$ cat config.mk
export PLATFORM = sky130hd
export DESIGN_NAME = pcs_config_space
export DESIGN_NICKNAME = d
export VERILOG_FILES = /design/src/core/pcs_pkg.sv /design/src/core/pcs_rom_loader.sv /design/src/core/pcs_config_space.sv
export SDC_FILE = /design/constraint.sdc
export NUM_CORES = 1
export LEC_CHECK = 0
export BUFFER_PORTS_ARGS = -buffer_cell sky130_fd_sc_hd__buf_2
export CAP_MARGIN = 10
export CORE_UTILIZATION = 40
export DETAILED_ROUTE_END_ITERATION = 8
export PLACE_DENSITY_LB_ADDON = 0.15
export SLEW_MARGIN = 30
export SYNTH_ARGS = -nofsm -noshare
export SYNTH_HDL_FRONTEND = slang
export SYNTH_SLANG_ARGS = --single-unit
$ cat constraint.sdc
create_clock -name CORE_CLK -period 5.6 [get_ports CORE_CLK]
set_input_delay 0.84 -clock CORE_CLK [delete_from_list [all_inputs] [get_ports CORE_CLK]]
set_output_delay 0.84 -clock CORE_CLK [all_outputs]
set_load 0.01 [all_outputs]
$ cat src/core/pcs_pkg.sv
// Constants, offsets and field layouts of the configuration-space register bank.
// Assumes dword-aligned configuration accesses with byte-lane enables on the bus clock.
package pcs_pkg;

   // Clock and timing
   localparam int CLK_NS = 8;                          // Bus clock period, ns
   localparam int ROM_ACCESS_NS = 64;                  // Time a ROM byte needs to settle
   localparam int ROM_SYNC_CYC = 2;                    // Two-flop pin synchroniser depth
   localparam int ROM_WAIT_CYC = (ROM_ACCESS_NS + CLK_NS - 1) / CLK_NS + ROM_SYNC_CYC;

   // Register offsets (byte address of the dword; OFS_STATUS is the byte address of a word)
   localparam logic [7:0] OFS_CMD_STATUS = 8'h04;      // Status word lives in bytes 2-3
   localparam logic [7:0] OFS_STATUS = 8'h06;          // Byte offset of the status word
   localparam logic [7:0] OFS_LINE_TIMER = 8'h0c;      // Line size byte 0, hold limit byte 1
   localparam logic [7:0] OFS_BAR0 = 8'h10;            // Control space base
   localparam logic [7:0] OFS_BAR1 = 8'h14;            // Aperture one base
   localparam logic [7:0] OFS_BAR2 = 8'h18;            // Aperture two base
   localparam logic [7:0] OFS_BOARD = 8'h2c;           // Board vendor and board ident codes
   localparam logic [7:0] OFS_CAP_START = 8'h34;       // Capability list start
   localparam logic [7:0] OFS_IRQ = 8'h3c;             // Interrupt routing byte
   localparam logic [7:0] OFS_AGP_REV = 8'h40;         // Cap id, next link, revision
   localparam logic [7:0] OFS_AGP_CMD = 8'h48;         // AGP control word
   localparam logic [7:0] OFS_IND_SEL = 8'h4c;         // Indirect target select
   localparam logic [7:0] OFS_IND_DATA = 8'h50;        // Indirect window word

   // Status word layout
   localparam logic [15:0] STATUS_FIXED = 16'h0280;    // Fast b2b target, medium decode timing
   localparam int ST_TGT_ABORT = 12;                   // Received target abort
   localparam int ST_MST_ABORT = 13;                   // Received master abort
   localparam int STATUS_LANE_LSB = 16;                // Status word position in its dword

   // Capability block
   localparam logic [7:0] CAP_ID_AGP = 8'h02;          // AGP capability id
   localparam logic [7:0] NEXT_LINK_NONE = 8'h00;      // End of capability list
   localparam logic [3:0] AGP_MAJOR_ON = 4'h1;         // Major revision with strap set
   localparam logic [3:0] AGP_MAJOR_OFF = 4'h0;        // Major revision with strap clear
   localparam logic [3:0] AGP_MINOR = 4'h0;            // Minor revision
   localparam int AGP_MAJOR_LSB = 20;                  // Major revision field position
   localparam int AGP_SBA_BIT = 9;                     // Sideband address enable
   localparam int AGP_RQ_LSB = 24;                     // Request queue depth field

   // Base address decode sizes
   localparam int BAR0_SIZE_LOG2 = 17;                 // 128 Kbyte control region
   localparam int APER_SIZE_LOG2 = 23;                 // Aperture size

   // Indirect target select layout
   localparam int IND_REGION_LSB = 24;                 // Region field position
   localparam logic [1:0] IND_REGION_ROM = 2'h3;       // Region code for the ROM

   // ROM identity bytes
   localparam logic [15:0] ROM_VENDOR_LO = 16'hfffc;   // First of four identity bytes

   // Chip identity, arbitrary values
   localparam logic [15:0] CHIP_VENDOR_ID = 16'h1a2b;  // Arbitrary value
   localparam logic [15:0] CHIP_DEVICE_ID = 16'h3c4d;  // Arbitrary value

   // ROM loader states
   typedef enum logic [1:0] {
      LD_IDLE = 2'b00,
      LD_WAIT = 2'b01,
      LD_DONE = 2'b10
   } pcs_ld_state_t;

endpackage

$ cat src/core/pcs_rom_loader.sv
// ROM identity loader: fetches four identity bytes after reset.
// Assumes the ROM data pins are asynchronous and settle within ROM_ACCESS_NS.
`timescale 1ns/1ps
module pcs_rom_loader import pcs_pkg::*; (
   input wire logic clk,
   input wire logic rst,
   input wire logic start,
   input wire logic [7:0] rom_data,
   output logic [15:0] rom_addr,
   output logic rom_rd,
   output logic done,
   output logic [15:0] vendor,
   output logic [15:0] ident
);

   // Whole loader state
   typedef struct packed {
      pcs_ld_state_t st;        // Sequencer state
      logic [1:0] idx;          // Byte index
      logic [7:0] wcnt;         // Settle counter
      logic [7:0] d1;           // Pin sync stage one
      logic [7:0] d2;           // Pin sync stage two
      logic [3:0][7:0] bytes;   // Captured bytes
      logic [15:0] addr;        // ROM address
      logic rd;                 // ROM read strobe
      logic done;               // Load finished pulse
      logic finished;           // Load has run once
   } pcs_ld_t;

   pcs_ld_t r_ff;
   pcs_ld_t nxt_r;

   // Sequencer and capture
   always_comb begin
      nxt_r = r_ff;
      nxt_r.done = 1'b0;
      nxt_r.d1 = rom_data;
      nxt_r.d2 = r_ff.d1;
      case (r_ff.st)
         LD_IDLE: begin
            if (start && !r_ff.finished) begin
               // Address FFFC plus index
               nxt_r.addr = ROM_VENDOR_LO | {14'h0000, r_ff.idx};
               nxt_r.rd = 1'b1;
               nxt_r.wcnt = 8'(ROM_WAIT_CYC);
               nxt_r.st = LD_WAIT;
            end
         end
         LD_WAIT: begin
            if (r_ff.wcnt != 8'h00) begin
               nxt_r.wcnt = r_ff.wcnt - 8'h01;
            end else begin
               nxt_r.bytes[r_ff.idx] = r_ff.d2;
               nxt_r.rd = 1'b0;
               nxt_r.idx = r_ff.idx + 2'h1;
               nxt_r.st = (r_ff.idx == 2'h3) ? LD_DONE : LD_IDLE;
            end
         end
         LD_DONE: begin
            nxt_r.done = 1'b1;
            nxt_r.finished = 1'b1;
            nxt_r.st = LD_IDLE;
         end
         default: begin
            nxt_r.st = LD_IDLE;
         end
      endcase
   end

   // State register
   always_ff @(posedge clk) begin
      if (rst) begin
         r_ff <= '0;
      end else begin
         r_ff <= nxt_r;
      end
   end

   assign rom_addr = r_ff.addr;
   assign rom_rd = r_ff.rd;
   assign done = r_ff.done;
   assign vendor = {r_ff.bytes[1], r_ff.bytes[0]};
   assign ident = {r_ff.bytes[3], r_ff.bytes[2]};
endmodule // pcs_rom_loader

$ cat src/core/pcs_config_space.sv
// Configuration-space register bank of a graphics controller on a PCI/AGP bus.
// Assumes dword configuration cycles on the bus clock and the master's abort pulses on it.
//
// What this block does
// - Master aborts set status bits 12, 13
// - ROM mode loads vendor from FFFC/FFFD
// - Strap mode: vendor resets to chip, write-once
// - ROM mode loads board ident from FFFE/FFFF
// - Strap mode: ident resets to device, write-once
// - Capability start holds AGP block offset
// - Next capability link reads zero
// - AGP major revision follows strap; minor zero
// - Control bit 9 switches sideband addressing
// - Bits 24-31 queue depth; 10-23 reserved
// - Indirect select then data performs region access
// - Base zero: control regs, memory, relocatable
// - Bases one, two: apertures, memory, relocatable
// - Hold limit bounds bus ownership in clocks
// - Line size stored, never affects behaviour
// - Interrupt routing byte read/write, no effect
`timescale 1ns/1ps
module pcs_config_space import pcs_pkg::*; (
   input wire logic CORE_CLK,
   input wire logic RST,
   input wire logic ROM_STRAP,
   input wire logic AGP_STRAP,
   input wire logic CFG_REQ,
   input wire logic CFG_WE,
   input wire logic [7:0] CFG_ADDR,
   input wire logic [3:0] CFG_BE,
   input wire logic [31:0] CFG_WDATA,
   output logic [31:0] CFG_RDATA,
   output logic CFG_ACK,
   input wire logic MASTER_TGT_ABORT,
   input wire logic MASTER_MST_ABORT,
   input wire logic MASTER_OWNS_BUS,
   output logic MASTER_HOLD_EXPIRED,
   output logic IND_REQ,
   output logic IND_WE,
   output logic [1:0] IND_REGION,
   output logic [23:0] IND_OFFSET,
   output logic [31:0] IND_WDATA,
   input wire logic [31:0] IND_RDATA,
   input wire logic IND_ACK,
   output logic SIDEBAND_ADDR_ON,
   output logic [7:0] REQUEST_QUEUE_DEPTH,
   output logic [31:0] CONTROL_BASE,
   output logic [31:0] APER1_BASE,
   output logic [31:0] APER2_BASE,
   input wire logic [7:0] ROM_DATA,
   output logic [15:0] ROM_ADDR,
   output logic ROM_RD
);

   // Whole register-bank state
   typedef struct packed {
      logic [1:0] strap_s1;                    // Strap sync stage one
      logic [1:0] strap_s2;                    // Strap sync stage two: {agp, rom}
      logic tgt_abort;                         // Status bit 12
      logic mst_abort;                         // Status bit 13
      logic [15:0] vendor;                     // Board vendor code
      logic [15:0] ident;                      // Board ident code
      logic vendor_wr;                         // Vendor code already written
      logic ident_wr;                          // Ident code already written
      logic [7:0] line_size;                   // Line size in words
      logic [7:0] hold_limit;                  // Master hold limit in clocks
      logic [7:0] irq_line;                    // Interrupt routing byte
      logic [31-BAR0_SIZE_LOG2:0] bar0;        // Control space base
      logic [31-APER_SIZE_LOG2:0] bar1;        // Aperture one base
      logic [31-APER_SIZE_LOG2:0] bar2;        // Aperture two base
      logic sba;                               // Sideband addressing on
      logic [7:0] rq_depth;                    // Request queue depth
      logic [1:0] region;                      // Indirect region
      logic [23:0] offset;                     // Indirect offset
      logic busy;                              // Indirect access in flight
      logic ind_req;                           // Indirect request
      logic ind_we;                            // Indirect write
      logic [31:0] ind_wdata;                  // Indirect write data
      logic ack;                               // Config access answered
      logic [31:0] rdata;                      // Config read data
      logic owned_d;                           // Bus ownership last cycle
      logic [7:0] hold_cnt;                    // Remaining hold clocks
      logic hold_expired;                      // Hold limit reached
   } pcs_state_t;

   pcs_state_t r_ff;
   pcs_state_t nxt_r;

   logic ld_done;                             // Loader finished pulse
   logic [15:0] ld_vendor;                    // Loaded vendor code
   logic [15:0] ld_ident;                     // Loaded ident code

   // Byte-lane merge of a 32-bit write
   function automatic logic [31:0] merge32(input logic [31:0] old, input logic [31:0] wd,
                                           input logic [3:0] be);
      logic [31:0] res;
      res = old;
      for (int i = 0; i < 4; i++) begin
         if (be[i]) begin
            res[i*8 +: 8] = wd[i*8 +: 8];
         end
      end
      return res;
   endfunction

   // Identity bytes from ROM after reset
   pcs_rom_loader u_loader (
      .clk(CORE_CLK),
      .rst(RST),
      .start(r_ff.strap_s2[0]),
      .rom_data(ROM_DATA),
      .rom_addr(ROM_ADDR),
      .rom_rd(ROM_RD),
      .done(ld_done),
      .vendor(ld_vendor),
      .ident(ld_ident)
   );

   logic [15:0] status_word;                  // Assembled status word
   logic [31:0] rd_val;                       // Read mux result
   logic [31:0] wmerge;                       // Merged write value
   logic take;                                // Request accepted
   logic clr_tgt;                             // Clear target abort
   logic clr_mst;                             // Clear master abort
   logic rom_mode;                            // Identity comes from ROM

   // Next-state logic of the whole bank
   always_comb begin
      nxt_r = r_ff;
      nxt_r.ack = 1'b0;
      clr_tgt = 1'b0;
      clr_mst = 1'b0;
      nxt_r.strap_s1 = {AGP_STRAP, ROM_STRAP};
      nxt_r.strap_s2 = r_ff.strap_s1;
      rom_mode = r_ff.strap_s2[0];
      take = CFG_REQ && !r_ff.busy;
      // Fixed capability bits plus sticky aborts
      status_word = STATUS_FIXED;
      status_word[ST_TGT_ABORT] = r_ff.tgt_abort;
      status_word[ST_MST_ABORT] = r_ff.mst_abort;
      wmerge = '0;
      // Read mux; unmapped and reserved read zero
      case ({CFG_ADDR[7:2], 2'b00})
         OFS_CMD_STATUS: rd_val = {status_word, 16'h0000};
         OFS_LINE_TIMER: rd_val = {16'h0000, r_ff.hold_limit, r_ff.line_size};
         OFS_BAR0: rd_val = {r_ff.bar0, {BAR0_SIZE_LOG2{1'b0}}};   // Memory, 32-bit, no prefetch
         OFS_BAR1: rd_val = {r_ff.bar1, {APER_SIZE_LOG2{1'b0}}};
         OFS_BAR2: rd_val = {r_ff.bar2, {APER_SIZE_LOG2{1'b0}}};
         OFS_BOARD: rd_val = {r_ff.ident, r_ff.vendor};
         OFS_CAP_START: rd_val = {24'h000000, OFS_AGP_REV};
         OFS_IRQ: rd_val = {24'h000000, r_ff.irq_line};
         OFS_AGP_REV: begin
            // Major follows strap, next link zero
            rd_val = {8'h00, r_ff.strap_s2[1] ? AGP_MAJOR_ON : AGP_MAJOR_OFF, AGP_MINOR,
                      NEXT_LINK_NONE, CAP_ID_AGP};
         end
         OFS_AGP_CMD: rd_val = {r_ff.rq_depth, 14'h0000, r_ff.sba, 9'h000};
         OFS_IND_SEL: rd_val = {6'h00, r_ff.region, r_ff.offset};
         default: rd_val = 32'h0000_0000;
      endcase
      // Register writes
      if (take && CFG_WE) begin
         case ({CFG_ADDR[7:2], 2'b00})
            OFS_CMD_STATUS: begin
               // Ones clear, zeros
               clr_tgt = CFG_BE[3] && CFG_WDATA[STATUS_LANE_LSB + ST_TGT_ABORT];
               clr_mst = CFG_BE[3] && CFG_WDATA[STATUS_LANE_LSB + ST_MST_ABORT];
            end
            OFS_LINE_TIMER: begin
               // Line size only stored
               if (CFG_BE[0]) begin
                  nxt_r.line_size = CFG_WDATA[7:0];
               end
               if (CFG_BE[1]) begin
                  nxt_r.hold_limit = CFG_WDATA[15:8];
               end
            end
            OFS_BAR0: begin
               wmerge = merge32({r_ff.bar0, {BAR0_SIZE_LOG2{1'b0}}}, CFG_WDATA, CFG_BE);
               nxt_r.bar0 = wmerge[31:BAR0_SIZE_LOG2];
            end
            OFS_BAR1: begin
               wmerge = merge32({r_ff.bar1, {APER_SIZE_LOG2{1'b0}}}, CFG_WDATA, CFG_BE);
               nxt_r.bar1 = wmerge[31:APER_SIZE_LOG2];
            end
            OFS_BAR2: begin
               wmerge = merge32({r_ff.bar2, {APER_SIZE_LOG2{1'b0}}}, CFG_WDATA, CFG_BE);
               nxt_r.bar2 = wmerge[31:APER_SIZE_LOG2];
            end
            OFS_BOARD: begin
               wmerge = merge32({r_ff.ident, r_ff.vendor}, CFG_WDATA, CFG_BE);
               // One write each, strap mode only
               if (!rom_mode && !r_ff.vendor_wr && |CFG_BE[1:0]) begin
                  nxt_r.vendor = wmerge[15:0];
                  nxt_r.vendor_wr = 1'b1;
               end
               if (!rom_mode && !r_ff.ident_wr && |CFG_BE[3:2]) begin
                  nxt_r.ident = wmerge[31:16];
                  nxt_r.ident_wr = 1'b1;
               end
            end
            OFS_IRQ: begin
               // Stored for software only
               if (CFG_BE[0]) begin
                  nxt_r.irq_line = CFG_WDATA[7:0];
               end
            end
            OFS_AGP_CMD: begin
               if (CFG_BE[1]) begin
                  nxt_r.sba = CFG_WDATA[AGP_SBA_BIT];
               end
               if (CFG_BE[3]) begin
                  nxt_r.rq_depth = CFG_WDATA[AGP_RQ_LSB +: 8];
               end
            end
            OFS_IND_SEL: begin
               // Region and offset for the window
               wmerge = merge32({6'h00, r_ff.region, r_ff.offset}, CFG_WDATA, CFG_BE);
               nxt_r.region = wmerge[IND_REGION_LSB +: 2];
               nxt_r.offset = wmerge[23:0];
            end
            default: begin
               nxt_r.ack = 1'b0;
            end
         endcase
      end
      // Answer or launch an indirect access
      if (take) begin
         if ({CFG_ADDR[7:2], 2'b00} == OFS_IND_DATA) begin
            nxt_r.busy = 1'b1;
            nxt_r.ind_req = 1'b1;
            nxt_r.ind_we = CFG_WE;
            nxt_r.ind_wdata = CFG_WDATA;
         end else begin
            nxt_r.ack = 1'b1;
            nxt_r.rdata = CFG_WE ? r_ff.rdata : rd_val;
         end
      end
      // Indirect access completes
      if (r_ff.ind_req && IND_ACK) begin
         nxt_r.ind_req = 1'b0;
         nxt_r.busy = 1'b0;
         nxt_r.ack = 1'b1;
         nxt_r.rdata = r_ff.ind_we ? r_ff.rdata : IND_RDATA;
      end
      // Identity loaded from ROM
      if (ld_done) begin
         nxt_r.vendor = ld_vendor;
         nxt_r.ident = ld_ident;
      end
      // Sticky aborts, a new event beats a clear
      nxt_r.tgt_abort = MASTER_TGT_ABORT || (r_ff.tgt_abort && !clr_tgt);
      nxt_r.mst_abort = MASTER_MST_ABORT || (r_ff.mst_abort && !clr_mst);
      // Hold limit counted from the grant
      nxt_r.owned_d = MASTER_OWNS_BUS;
      if (MASTER_OWNS_BUS && !r_ff.owned_d) begin
         nxt_r.hold_cnt = r_ff.hold_limit;
      end else if (MASTER_OWNS_BUS && r_ff.hold_cnt != 8'h00) begin
         nxt_r.hold_cnt = r_ff.hold_cnt - 8'h01;
      end
      nxt_r.hold_expired = MASTER_OWNS_BUS && r_ff.owned_d && (r_ff.hold_cnt == 8'h00);
   end

   // State register; reset restores every value
   always_ff @(posedge CORE_CLK) begin
      if (RST) begin
         r_ff <= '0;
         r_ff.vendor <= CHIP_VENDOR_ID;
         r_ff.ident <= CHIP_DEVICE_ID;
      end else begin
         r_ff <= nxt_r;
      end
   end

   // Outputs straight from the state register
   assign CFG_RDATA = r_ff.rdata;
   assign CFG_ACK = r_ff.ack;
   assign MASTER_HOLD_EXPIRED = r_ff.hold_expired;
   assign IND_REQ = r_ff.ind_req;
   assign IND_WE = r_ff.ind_we;
   assign IND_REGION = r_ff.region;
   assign IND_OFFSET = r_ff.offset;
   assign IND_WDATA = r_ff.ind_wdata;
   assign SIDEBAND_ADDR_ON = r_ff.sba;
   assign REQUEST_QUEUE_DEPTH = r_ff.rq_depth;
   assign CONTROL_BASE = {r_ff.bar0, {BAR0_SIZE_LOG2{1'b0}}};
   assign APER1_BASE = {r_ff.bar1, {APER_SIZE_LOG2{1'b0}}};
   assign APER2_BASE = {r_ff.bar2, {APER_SIZE_LOG2{1'b0}}};

   logic rd_req;                              // Direct read taken
   assign rd_req = CFG_REQ && !r_ff.busy && !CFG_WE;
endmodule // pcs_config_space

==> results of run 1 <==
how the worst max path moves through the flow:
stage,cells past startpoint,to,startpoint,slack [ns]
final,7,IND_OFFSET[6]$_SDFFE_PP0P_,CFG_ADDR[3],2.50
after global routing,7,IND_OFFSET[6]$_SDFFE_PP0P_,CFG_ADDR[3],2.37
after CTS,7,IND_OFFSET[6]$_SDFFE_PP0P_,CFG_ADDR[3],2.57
after detailed placement,7,IND_OFFSET[6]$_SDFFE_PP0P_,CFG_ADDR[3],2.00
after global placement,7,IND_OFFSET[7]$_SDFFE_PP0P_,CFG_ADDR[3],2.02
after floorplan,9,CFG_RDATA[14]$_SDFFE_PP0P_,CFG_ADDR[3],3.17
metrics by stage:
stage	util	instances
global placement	0.411	1967
detailed placement	0.411	1967
CTS	0.445	2020
global route	0.446	2023
finish	0.446	2023
floorplan	-	1574
power breakdown:
group / internal (mW) / switching [mW]
registers: 1.99 / 0.0256
clock network: 1.35 / 0.811
logic: 0.106 / 0.205
state kept, by name, indices dropped and copies added, names as in the netlist, 15 cells and up:
register and count:
IND_OFFSET 24, u_loader.ident 16, CFG_RDATA 32, IND_WDATA 32, r_ff 71, CONTROL_BASE 15
u_loader.r_ff 21, u_loader.vendor 16
synth_stat cells, drive strengths merged (4+ instances only):
cell / n / share of area
mux2i: 125 / 0.094
and2: 20 / 0.0094
nand2: 190 / 0.054
o211a: 5 / 0.0038
nand4: 11 / 0.0061
clkbuf: 60 / 0.017
inv: 11 / 0.0031
mux2: 7 / 0.0060
nor2: 157 / 0.044
o21a: 6 / 0.0034
xor2: 6 / 0.0040
a21oi: 100 / 0.038
dfxtp: 275 / 0.42
a31oi: 5 / 0.0024
or3: 4 / 0.0019
nor4: 6 / 0.0044
a22o: 7 / 0.0046
a221o: 15 / 0.011
o211ai: 8 / 0.0045
and3: 23 / 0.011
o2bb2ai: 5 / 0.0033
buf: 245 / 0.13
a21o: 4 / 0.0023
nand3: 14 / 0.0053
a211oi: 13 / 0.0077
nand3b: 7 / 0.0040
a2bb2oi: 6 / 0.0040
a222oi: 10 / 0.0076
a221oi: 13 / 0.0086
nor2b: 32 / 0.015
nor3: 22 / 0.0083
nand2b: 10 / 0.0047
o221a: 6 / 0.0051
o21ai: 40 / 0.015
ha: 7 / 0.0066
cells by family after synthesis:
logic type                 share of synthesized area
adders and majority gates                    0.00661
DFF                                            0.416
AOI/OAI and AO/OA                              0.135
xor gates and xnor gates                     0.00595
and+or+nand+nor                                0.181
buffers and inverters                          0.154
muxes                                          0.100
other                                       0.000283
layout by cell type (no fill, tap or decap), drive strengths merged, types with 8 or more instances in the layout:
cell type and instances:
conb 63, o211ai 8, nor2b 32, buf 257
nor2 157, inv 12, clkbuf 43, a211oi 13
and2 20, nand2b 10, mux2i 125, nor3 22
a221oi 13, nand2 190, and3 23, nand3 14
o21ai 40, a21oi 100, a221o 15, dfxtp 275
nand4 11, a222oi 10
per-layer routing:
layer  global-route usage  vias up  wire (um)
li1                     -     5027          -
met1                0.303     4841      17400
met2                0.343      329      17000
met3               0.0303       42       2180
met4               0.0580        2        701
met5                    0        -         17
layout make-up:
cell class / instances / area [um^2]
fillers: 3294 / 18000
inverters: 11 / 41.3
well taps: 442 / 553
clock inverters: 10 / 183
clock buffers: 43 / 911
multi-input cells: 983 / 5970
diodes: 2 / 5.00
flip-flops and latches: 275 / 5510
repair buffers: 257 / 1350
==> key figures, run 1 <==
Timing
  • Smallest hold slack: 0.432 ns
  • Setup violators final: 0
  • Max-slew headroom at the worst pin: 0.339
  • Total count of max-transition violations in the final report: 0
  • Worst Skew: 0.0233 ns
  • Final period utilization: 0.553
  • Unrepaired setup endpoints after global routing: no
  • Number of hold violations in the final report: 0
  • Accumulated negative setup slack: 0 ns
  • Pin slew with the least headroom to its limit: 0.990 ns
  • Final critical delay including setup and external delays: 3.10 ns
  • Worst Setup Slack, final: 2.50 ns
  • Max Fclk: 0.323 GHz

Placed design
  • DPL Wire Length: 26300 um
  • Setup slack after placement: 2.00 ns
  • Number of buffers added on ports: 244
  • Global placement routability congestion: 0.821
  • Placed Instance Area: 0.0134 mm^2

Detailed routing
  • Overall via count from detail_route: 10200
  • Number of detailed-route iterations in the first pass: 7
  • Number of vias per cell: 5.06
  • Average wire length per cell after detail routing: roughly 18 um
  • Post-route DRC violation count: 0
  • Remaining number of nets flagged by the antenna check after routing: 0
  • Initial drt markers: 749
  • Post-Route WL: 37300 um

CTS
  • Total number of clock tree sinks: roughly 280
  • Setup fix buffers added after clock tree synthesis: 0
  • Master cell of the clock root buffer: clkbuf_16
  • Clock tree from TritonCTS: yes
  • Number of buffers added to fix hold violations after cts: 0
  • Clock latency on the worst-skew pair: 0.56 ns
  • Number of cells upsized or downsized after cts: 0
  • Number of buffers inserted during clock tree synthesis: 30
  • H-tree levels: 1
  • Clock-pin slew reported for the worst setup and hold paths after clock tree synthesis: 0.06 ns
  • Clock Path Buffers: 3

Critical path
  • Critical path data arrival time: 3.50 ns
  • Reg-to-reg slack, setup: 2.79 ns
  • Number of cell instances on the worst register-to-register path: 6
  • Cells along the critical path: buf_2, and2_1, and2_1, buf_4, and3_1, mux2i_1, nor2_1
  • Critical path start-end classification: input port to flop
  • Sort of element at the start of the critical path: input port
  • Delay of the slowest critical-path stage: 0.58 ns
  • Maximum fanout encountered on the critical timing path: 19
  • Endpoint of the worst register-to-register path: CFG_RDATA[28]$_SDFFE_PP0P_
  • Critical-path cell with the highest stage delay: and3_1
  • Cell family with the largest share of critical-path delay: simple AND/OR/NAND/NOR gates
  • Reg2reg start: IND_REQ$_SDFFE_PP0P_
  • Kind of end point of the critical path: flop
  • Worst path required time: 6.00 ns
  • CP most frequent cell: and2_1
  • Worst Path Buf+Inv: 2

Min path
  • Worst min-delay path class: flop to flop
  • Worst hold path endpoint: u_loader.r_ff[53]$_SDFF_PP0_
  • Min-delay src: u_loader.nxt_r[53]$_SDFF_PP0_
  • Hold Path Depth: 1

Power
  • Standby leakage power: 6.19 nW
  • Worst-case vdd ir drop: 0.216 mV
  • Areal power density over the cells: 309 mW/mm^2
  • Final Total Pwr: 4.49 mW

Logic synthesis
  • Flip-flop and latch count after synthesis: 275
  • Sequential fraction of the synthesis area: 0.416
  • Fraction of synthesis flops using an asynchronous set or reset pin: 0
  • Netlist cell types: 69
  • Number of warnings issued by yosys: 0
  • Synth Instances: 1512
  • Main synth FF type: dfxtp_1
  • Number of flops mapped to enable cells by yosys: 0
  • Netlist area before placement: 0.0132 mm^2
  • Post-Synthesis Mean Instance Area: 8.76 um^2

Layout
  • Design Area, Final: 0.0145 mm^2
  • Area growth syn-to-layout: 9.59%
  • Layout cells sized above 1: 0.215
  • Final #Nets: 1659

Global routing
  • Antenna violations before repair: 4
  • Maximum number of pins on one net before global-route repair: 88
  • Total congestion overflow: 0
  • Overall routing resource usage: 0.215
  • Vias in the first global route: 9451
  • Wire length of the first global-routing pass: 56500 um

Die
  • Full die area: 0.0338 mm^2
  • Die span in y: 184 um
  • Width of the die: 184 um
  • Effective utilization at floorplan: 0.407
  • Area of the core region: approximately 0.033 mm^2
  • I/O pin cnt: 310
  • FP Rows: 66

Run
  • Max-cap check violation count: 0

Run status
  • Result of the run: finished clean
No activity file was read; power rests on OpenSTA's default activity.
==> inputs of run 2 (changes only) <==
ABC_AREA = 1   (was default)
clock period = 3 ns   (was 5.6 ns; I/O delays follow)
==> run 2 against run 1 <==
Clock power up 75%. Die area up 1.7%. Clock skew up 0.017 ns. Combinational power up 110%. Synthesized cell count up 29%. Sequential cell count unchanged. Count of clock-buffer cells in the layout up 1. Critical endpoint is now r_ff[176]$_SDFFE_PP0P_. Largest power group unchanged.
==> key figures, run 2 <==
Critical path
  • Cell family with the largest share of critical-path delay: buffers and inverters (was simple AND/OR/NAND/NOR gates)
  • Worst Path Buf+Inv: 2 (unchanged)
  • Critical path start-end classification: flop to flop (was input port to flop)
  • Cells along the critical path: buf_4, inv_1, o21ai_1, nand2_1, nand2_1, nand2_1, nor2_1 (was buf_2, and2_1, and2_1, buf_4, and3_1, mux2i_1, nor2_1)
  • Critical-path cell with the highest stage delay: inv_1 (was and3_1)
  • Delay of the slowest critical-path stage: 0.59 ns (was 0.58 ns)
  • Worst path required time: 3.47 ns (was 6.00 ns)
  • Maximum fanout encountered on the critical timing path: 28 (was 19)
  • Critical path data arrival time: 2.58 ns (was 3.50 ns)
  • CP most frequent cell: nand2_1 (was and2_1)
  • Sort of element at the start of the critical path: flop (was input port)
  • Kind of end point of the critical path: flop (unchanged)

CTS
  • H-tree levels: 1 (unchanged)
  • Clock latency on the worst-skew pair: 0.57 ns (was 0.56 ns)
  • Master cell of the clock root buffer: clkbuf_16 (unchanged)
  • Clock Path Buffers: 3 (unchanged)
  • Clock-pin slew reported for the worst setup and hold paths after clock tree synthesis: 0.06 ns (about the same)
  • Total number of clock tree sinks: 275 (unchanged)
  • Number of buffers inserted during clock tree synthesis: 31 (was 30)
  • Setup fix buffers added after clock tree synthesis: 0 (unchanged)
  • Clock tree from TritonCTS: yes (unchanged)
  • Number of buffers added to fix hold violations after cts: 0 (unchanged)
  • Number of cells upsized or downsized after cts: 0 (unchanged)

Logic synthesis
  • Flip-flop and latch count after synthesis: 275 (unchanged)
  • Area share of the leading cell type in the synthesized netlist: 0.409 (was 0.416)
  • Dominant cell type by area after synthesis: dfxtp_1 (unchanged)
  • Most common cell in the synthesized netlist: nand2_1 (was dfxtp_1)
  • Netlist cell types: 32 (was 69)
  • Fraction of synthesis flops using an asynchronous set or reset pin: 0 (unchanged)
  • Sequential fraction of the synthesis area: 0.409 (was 0.416)
  • Commonest cells in the netlist: 332 x nand2_1, 306 x nor2_1, 275 x dfxtp_1, 212 x buf_4, 190 x inv_1 (was 275 x dfxtp_1, 215 x buf_4, 190 x nand2_1, 157 x nor2_1, 125 x mux2i_1)
  • Synth top area cells: dfxtp_1 41%, buf_4 12%, nand2_1 9.2% (was dfxtp_1 42%, buf_4 12%, mux2i_1 9.4%)
  • Post-Synthesis Mean Instance Area: 6.91 um^2 (was 8.76 um^2)
  • Netlist area before placement: 0.0135 mm^2 (was 0.0132 mm^2)
  • Number of flops mapped to enable cells by yosys: 0 (unchanged)
  • Main synth FF type: dfxtp_1 (unchanged)
  • Synth Instances: 1951 (was 1512)
  • Number of warnings issued by yosys: 0 (unchanged)

Global routing
  • Antenna violations before repair: 6 (was 4)
  • Wire length of the first global-routing pass: 59000 um (was 56500 um)
  • Maximum number of pins on one net before global-route repair: 92 (was 88)
  • Total congestion overflow: 0 (unchanged)
  • Overall routing resource usage: 0.220 (was 0.215)
  • Vias in the first global route: 10400 (was 9451)

Detailed routing
  • Remaining number of nets flagged by the antenna check after routing: 0 (unchanged)
  • Initial drt markers: 845 (was 749)
  • Post-Route WL: 38800 um (was 37300 um)
  • Overall via count from detail_route: 11800 (was 10200)
  • Number of vias per cell: 4.75 (was 5.06)
  • Number of detailed-route iterations in the first pass: 5 (was 7)
  • Post-route DRC violation count: 0 (unchanged)
  • Average wire length per cell after detail routing: 15.6 um (was 18.4 um)

Timing
  • Max-slew headroom at the worst pin: 0.475 (was 0.339)
  • Unrepaired setup endpoints after global routing: no (unchanged)
  • Final critical delay including setup and external delays: 2.11 ns
  • Worst Setup Slack, final: 0.892 ns (was 2.50 ns)
  • Pin slew with the least headroom to its limit: 0.787 ns (was 0.990 ns)
  • Total count of max-transition violations in the final report: 0 (unchanged)
  • Final period utilization: 0.703
  • Setup violators final: 0 (unchanged)
  • Accumulated negative setup slack: 0 ns (unchanged)
  • Max Fclk: 0.474 GHz
  • Worst Skew: 0.0399 ns (was 0.0233 ns)
  • Number of hold violations in the final report: 0 (unchanged)

Layout
  • Layout cells sized above 1: 0.171 (was 0.215)
  • Register bank with the most flops: r_ff (unchanged)
  • Area growth syn-to-layout: 9.98% (was 9.59%)
  • Final design utilization: 0.451 (was 0.446)
  • Top library cells by usage in the layout, fill and taps aside: 331 x nand2_1, 306 x nor2_1, 275 x dfxtp_1 (was 275 x dfxtp_1, 243 x buf_2, 190 x nand2_1)
  • Number of flip-flops under the largest register name: 71 (unchanged)
  • Final #Nets: 2126 (was 1659)
  • Most common library cell in the layout ignoring fill and taps: nand2_1 (was dfxtp_1)

Die
  • Area of the core region: 0.0329 mm^2 (was 0.0325 mm^2)
  • I/O pin cnt: 310 (unchanged)
  • Width of the die: 186 um (was 184 um)
  • FP Rows: 66 (unchanged)
  • Full die area: 0.0344 mm^2 (was 0.0338 mm^2)
  • Effective utilization at floorplan: 0.410 (was 0.407)
  • Die span in y: 186 um (was 184 um)

Placed design
  • Global placement routability congestion: 0.921 (was 0.821)
  • Setup slack after placement: 0.583 ns (was 2.00 ns)
  • Number of buffers added on ports: 244 (unchanged)
  • DPL Wire Length: 28200 um (was 26300 um)

Power
  • Final Total Pwr: 8.19 mW (was 4.49 mW)
  • Areal power density over the cells: 553 mW/mm^2 (was 309 mW/mm^2)
  • Worst-case vdd ir drop: 0.408 mV (was 0.216 mV)
  • Standby leakage power: 7.04 nW (was 6.19 nW)

Run
  • Max-cap check violation count: 0 (unchanged)

Run status
  • Result of the run: finished clean (unchanged)

Min path
  • Worst min-delay path class: input port to flop (was flop to flop)
-- run 2: cell types whose count changed in the layout (fill, tap and decap cells not counted), moves of 18 or more --
cell     change
nor2b_1     -31
nor2_1     +151
nand2_1    +141
inv_2       +18
o21ai_0    +146
a21oi_1     +63
nand3_1     +80
mux2i_1    -124
nor3_1      -19
nand4_1     +23
and3_1      -23
inv_1      +178
-- run 2: final cells by class --
cell class / instances / area (um^2)
fill: 3550 / 18000
multi-input combinational: 1240 / 5510
sequential: 275 / 5510
timing repair buffer: 267 / 1440
clock buffer: 44 / 885
inverter: 210 / 792
tap: 442 / 553
clock inverter: 9 / 126
antenna: 3 / 7.51
-- run 2: path summary, 6_finish.rpt --
kind,cells past startpoint,to,slack [ns],start
max reg2reg,7,r_ff[176]$_SDFFE_PP0P_,0.89,u_loader.done$_SDFF_PP0_
min,3,u_loader.nxt_r[53]$_SDFF_PP0_,0.08,ROM_DATA[2]
max,7,r_ff[176]$_SDFFE_PP0P_,0.89,u_loader.done$_SDFF_PP0_
min reg2reg,2,r_ff[206]$_SDFF_PP0_,0.40,nxt_r[206]$_SDFF_PP0_
-- run 2: metrics by stage --
step / cells / cell area [um^2] / hold WS [ns]
2_1_floorplan: 2013 / 13700 / 0.388
3_3_place_gp: 2434 / 13800 / 0.394
3_5_place_dp: 2434 / 13800 / 0.396
4_1_cts: 2487 / 14800 / 0.0633
5_1_grt: 2489 / 14800 / 0.0738
6_report: 2490 / 14800 / 0.0783
-- run 2: worst register-to-register path, stage by stage (launching register included) --
cell and delay (ns):
dfxtp_1 0.29, buf_4 0.18, inv_1 0.59, o21ai_1 0.35, nand2_1 0.40, nand2_1 0.09, nand2_1 0.07, nor2_1 0.05
-- run 2: report_power, final --
group / switching (mW) / internal (mW)
combinational: 0.443 / 0.206
clock: 1.49 / 2.28
sequential: 0.0438 / 3.72
total: 1.98 / 6.21
-- run 2: cells by family (layout without fill, tap and decap cells) --
logic type,Yosys count,count (layout),share of synthesized area
AND/OR/NAND/NOR,784,784,0.236
buffers and inverters,498,530,0.200
AO/OA/AOI/OAI,380,380,0.144
flip-flops,275,275,0.409
adder cells (fa/ha/maj),7,7,0.00650
XOR/XNOR,5,5,0.00325
other,1,66,0.000278
multiplexers,1,1,0.000743
-- run 2: routing by layer --
metal  track usage  wire length, um
met5             0               45
met4        0.0479              552
met3        0.0319             2550
met2         0.340            16500
met1         0.323            19100
==> inputs of run 3 (changes only) <==
clock period = 1.8 ns   (was 3 ns; I/O delays follow)
==> run 3 against run 2 <==
Design area grew 6.3%. Via count grew 2.3%. Worst hold slack lost 0.058 ns. First-iteration DRC count shrank 18%. Routed wire length grew 2.7%. Clock power grew 82%.
==> key figures, run 3 (synthesis gave the netlist of run 2 again) <==
Run status
  • Result of the run: finished clean (unchanged)

CTS
  • Clock Path Buffers: 3 (unchanged)
  • Setup fix buffers added after clock tree synthesis: 0 (unchanged)
  • Clock tree from TritonCTS: yes (unchanged)
  • Total number of clock tree sinks: 275 (unchanged)
  • Clock-pin slew reported for the worst setup and hold paths after clock tree synthesis: 0.06 ns (about the same)
  • Clock latency on the worst-skew pair: 0.56 ns (was 0.57 ns)
  • Master cell of the clock root buffer: clkbuf_16 (unchanged)
  • H-tree levels: 1 (unchanged)
  • Number of buffers inserted during clock tree synthesis: 30 (was 31)

Layout
  • Most common library cell in the layout ignoring fill and taps: nand2_1 (unchanged)
  • Number of flip-flops under the largest register name: 71 (unchanged)
  • Register area: 0.00551 mm^2 (unchanged)
  • Multi-input combinational cell area: 0.00552 mm^2 (was 0.00551 mm^2)
  • Register bank with the most flops: r_ff (unchanged)
  • Fillers: 3462 (was 3550)
  • Final #Nets: 2218 (was 2126)
  • Layout cells sized above 1: 0.196 (was 0.171)
  • Area growth syn-to-layout: 16.9% (was 9.98%)
  • Final design utilization: 0.479 (was 0.451)
  • Top library cells by usage in the layout, fill and taps aside: 329 x nand2_1, 305 x nor2_1, 275 x dfxtp_1 (was 331 x nand2_1, 306 x nor2_1, 275 x dfxtp_1)

Placed design
  • Setup slack after placement: 0.0362 ns (was 0.583 ns)
  • DPL Wire Length: 29300 um (was 28200 um)
  • Global placement routability congestion: 0.930 (was 0.921)
  • Number of buffers added on ports: 244 (unchanged)

Timing
  • Total count of max-transition violations in the final report: 0 (unchanged)
  • Max Fclk: 0.615 GHz (was 0.474 GHz)
  • Unrepaired setup endpoints after global routing: no (unchanged)
  • Worst Setup Slack, final: 0.175 ns (was 0.892 ns)
  • Smallest hold slack: 0.0204 ns (was 0.0783 ns)
  • Setup violators final: 0 (unchanged)
  • Max-slew headroom at the worst pin: 0.472 (was 0.475)
  • Worst Skew: 0.0206 ns (was 0.0399 ns)
  • Pin slew with the least headroom to its limit: 0.791 ns (was 0.787 ns)
  • Final critical delay including setup and external delays: 1.63 ns (was 2.11 ns)
  • Final period utilization: 0.903 (was 0.703)
  • Number of hold violations in the final report: 0 (unchanged)
  • Accumulated negative setup slack: 0 ns (unchanged)

Detailed routing
  • Remaining number of nets flagged by the antenna check after routing: 0 (unchanged)
  • Post-route DRC violation count: 0 (unchanged)
  • Initial drt markers: 691 (was 845)
  • Post-Route WL: 39800 um (was 38800 um)
  • Overall via count from detail_route: 12100 (was 11800)
  • Number of detailed-route iterations in the first pass: 5 (unchanged)
  • Average wire length per cell after detail routing: 15.4 um (was 15.6 um)
  • Number of vias per cell: 4.68 (was 4.75)

Min path
  • Worst min-delay path class: input port to flop (unchanged)

Power
  • Areal power density over the cells: 911 mW/mm^2 (was 553 mW/mm^2)
  • Standby leakage power: 7.52 nW (was 7.04 nW)
  • Worst-case vdd ir drop: 0.815 mV (was 0.408 mV)
  • Final Total Pwr: 14.4 mW (was 8.19 mW)

Global routing
  • Wire length of the first global-routing pass: 59700 um (was 59000 um)
  • Antenna violations before repair: 4 (was 6)
  • Total congestion overflow: 0 (unchanged)
  • Overall routing resource usage: 0.224 (was 0.220)
  • Vias in the first global route: 10900 (was 10400)
  • Maximum number of pins on one net before global-route repair: 63 (was 92)

Die
  • Width of the die: 186 um (unchanged)
  • I/O pin cnt: 310 (unchanged)
  • FP Rows: 66 (unchanged)
  • Die span in y: 186 um (unchanged)
  • Effective utilization at floorplan: 0.410 (unchanged)
  • Full die area: 0.0344 mm^2 (unchanged)
  • Area of the core region: 0.0329 mm^2 (unchanged)

Run
  • Max-cap check violation count: 0 (unchanged)

Critical path
  • Worst path required time: 2.20 ns (was 3.47 ns)
  • Critical path data arrival time: 2.03 ns (was 2.58 ns)
  • Maximum fanout encountered on the critical timing path: 7 (was 28)
  • Kind of end point of the critical path: flop (unchanged)
  • Critical path start-end classification: flop to flop (unchanged)
  • Sort of element at the start of the critical path: flop (unchanged)
==> run 3: stage by stage <==
stage | instance area, um^2 | instances
floorplan | 13700 | 2013
global placement | 14300 | 2496
detailed placement | 14300 | 2496
CTS | 15700 | 2581
global route | 15700 | 2584
finish | 15700 | 2585
==> run 3: cell type report <==
| cell class | count | area share |
|---|---|---|
| multi-input combinational | 1240 | 0.351 |
| sequential | 275 | 0.350 |
| timing repair buffer | 360 | 0.143 |
| inverter | 210 | 0.0503 |
| clock inverter | 11 | 0.0133 |
| antenna | 4 | 0.000636 |
| clock buffer | 43 | 0.0572 |
| tap | 442 | 0.0351 |
==> run 3: critical path: stages, from the launching register on <==
cell and delay (ns):
dfxtp_1 0.32, inv_1 0.09, ha_1 0.21, nand3_1 0.19
o21ai_1 0.21, nand2_1 0.13, buf_4 0.18, o21ai_0 0.07
a21oi_1 0.08
==> run 3: routing by layer <==
layer	global-route usage	vias up	wire length, um
li1	-	6258	-
met1	0.317	5414	19400
met2	0.345	360	17100
met3	0.0380	62	2530
met4	0.0643	2	844
met5	0	-	17
==> run 3: power breakdown <==
group,internal [mW],switching (mW),leakage [nW]
combinational,0.433,0.769,4.75
sequential,6.20,0.0757,2.23
clock,4.31,2.56,0.541
total,10.9,3.41,7.52
==> run 3: worst paths after layout <==
kind                                                      from                              to  slack [ns]  cells past startpoint
worst min register to register   u_loader.nxt_r[58]$_SDFF_PP0_    u_loader.r_ff[58]$_SDFF_PP0_        0.39                      2
worst min-delay path                             CFG_WDATA[28]          r_ff[184]$_SDFFE_PP1P_        0.02                      3
worst max register to register  u_loader.r_ff[67]$_SDFFE_PP0P_  u_loader.r_ff[70]$_SDFFE_PP0P_        0.17                      8
worst max-delay path            u_loader.r_ff[67]$_SDFFE_PP0P_  u_loader.r_ff[70]$_SDFFE_PP0P_        0.17                      8
==> run 3: timing repair <==
item                                    4_1_cts  5_1_grt
gates resized for setup                       0        7
hold endpoints to repair                     31        0
endpoints found under the setup margin        0       40
hold buffers                                 31        0
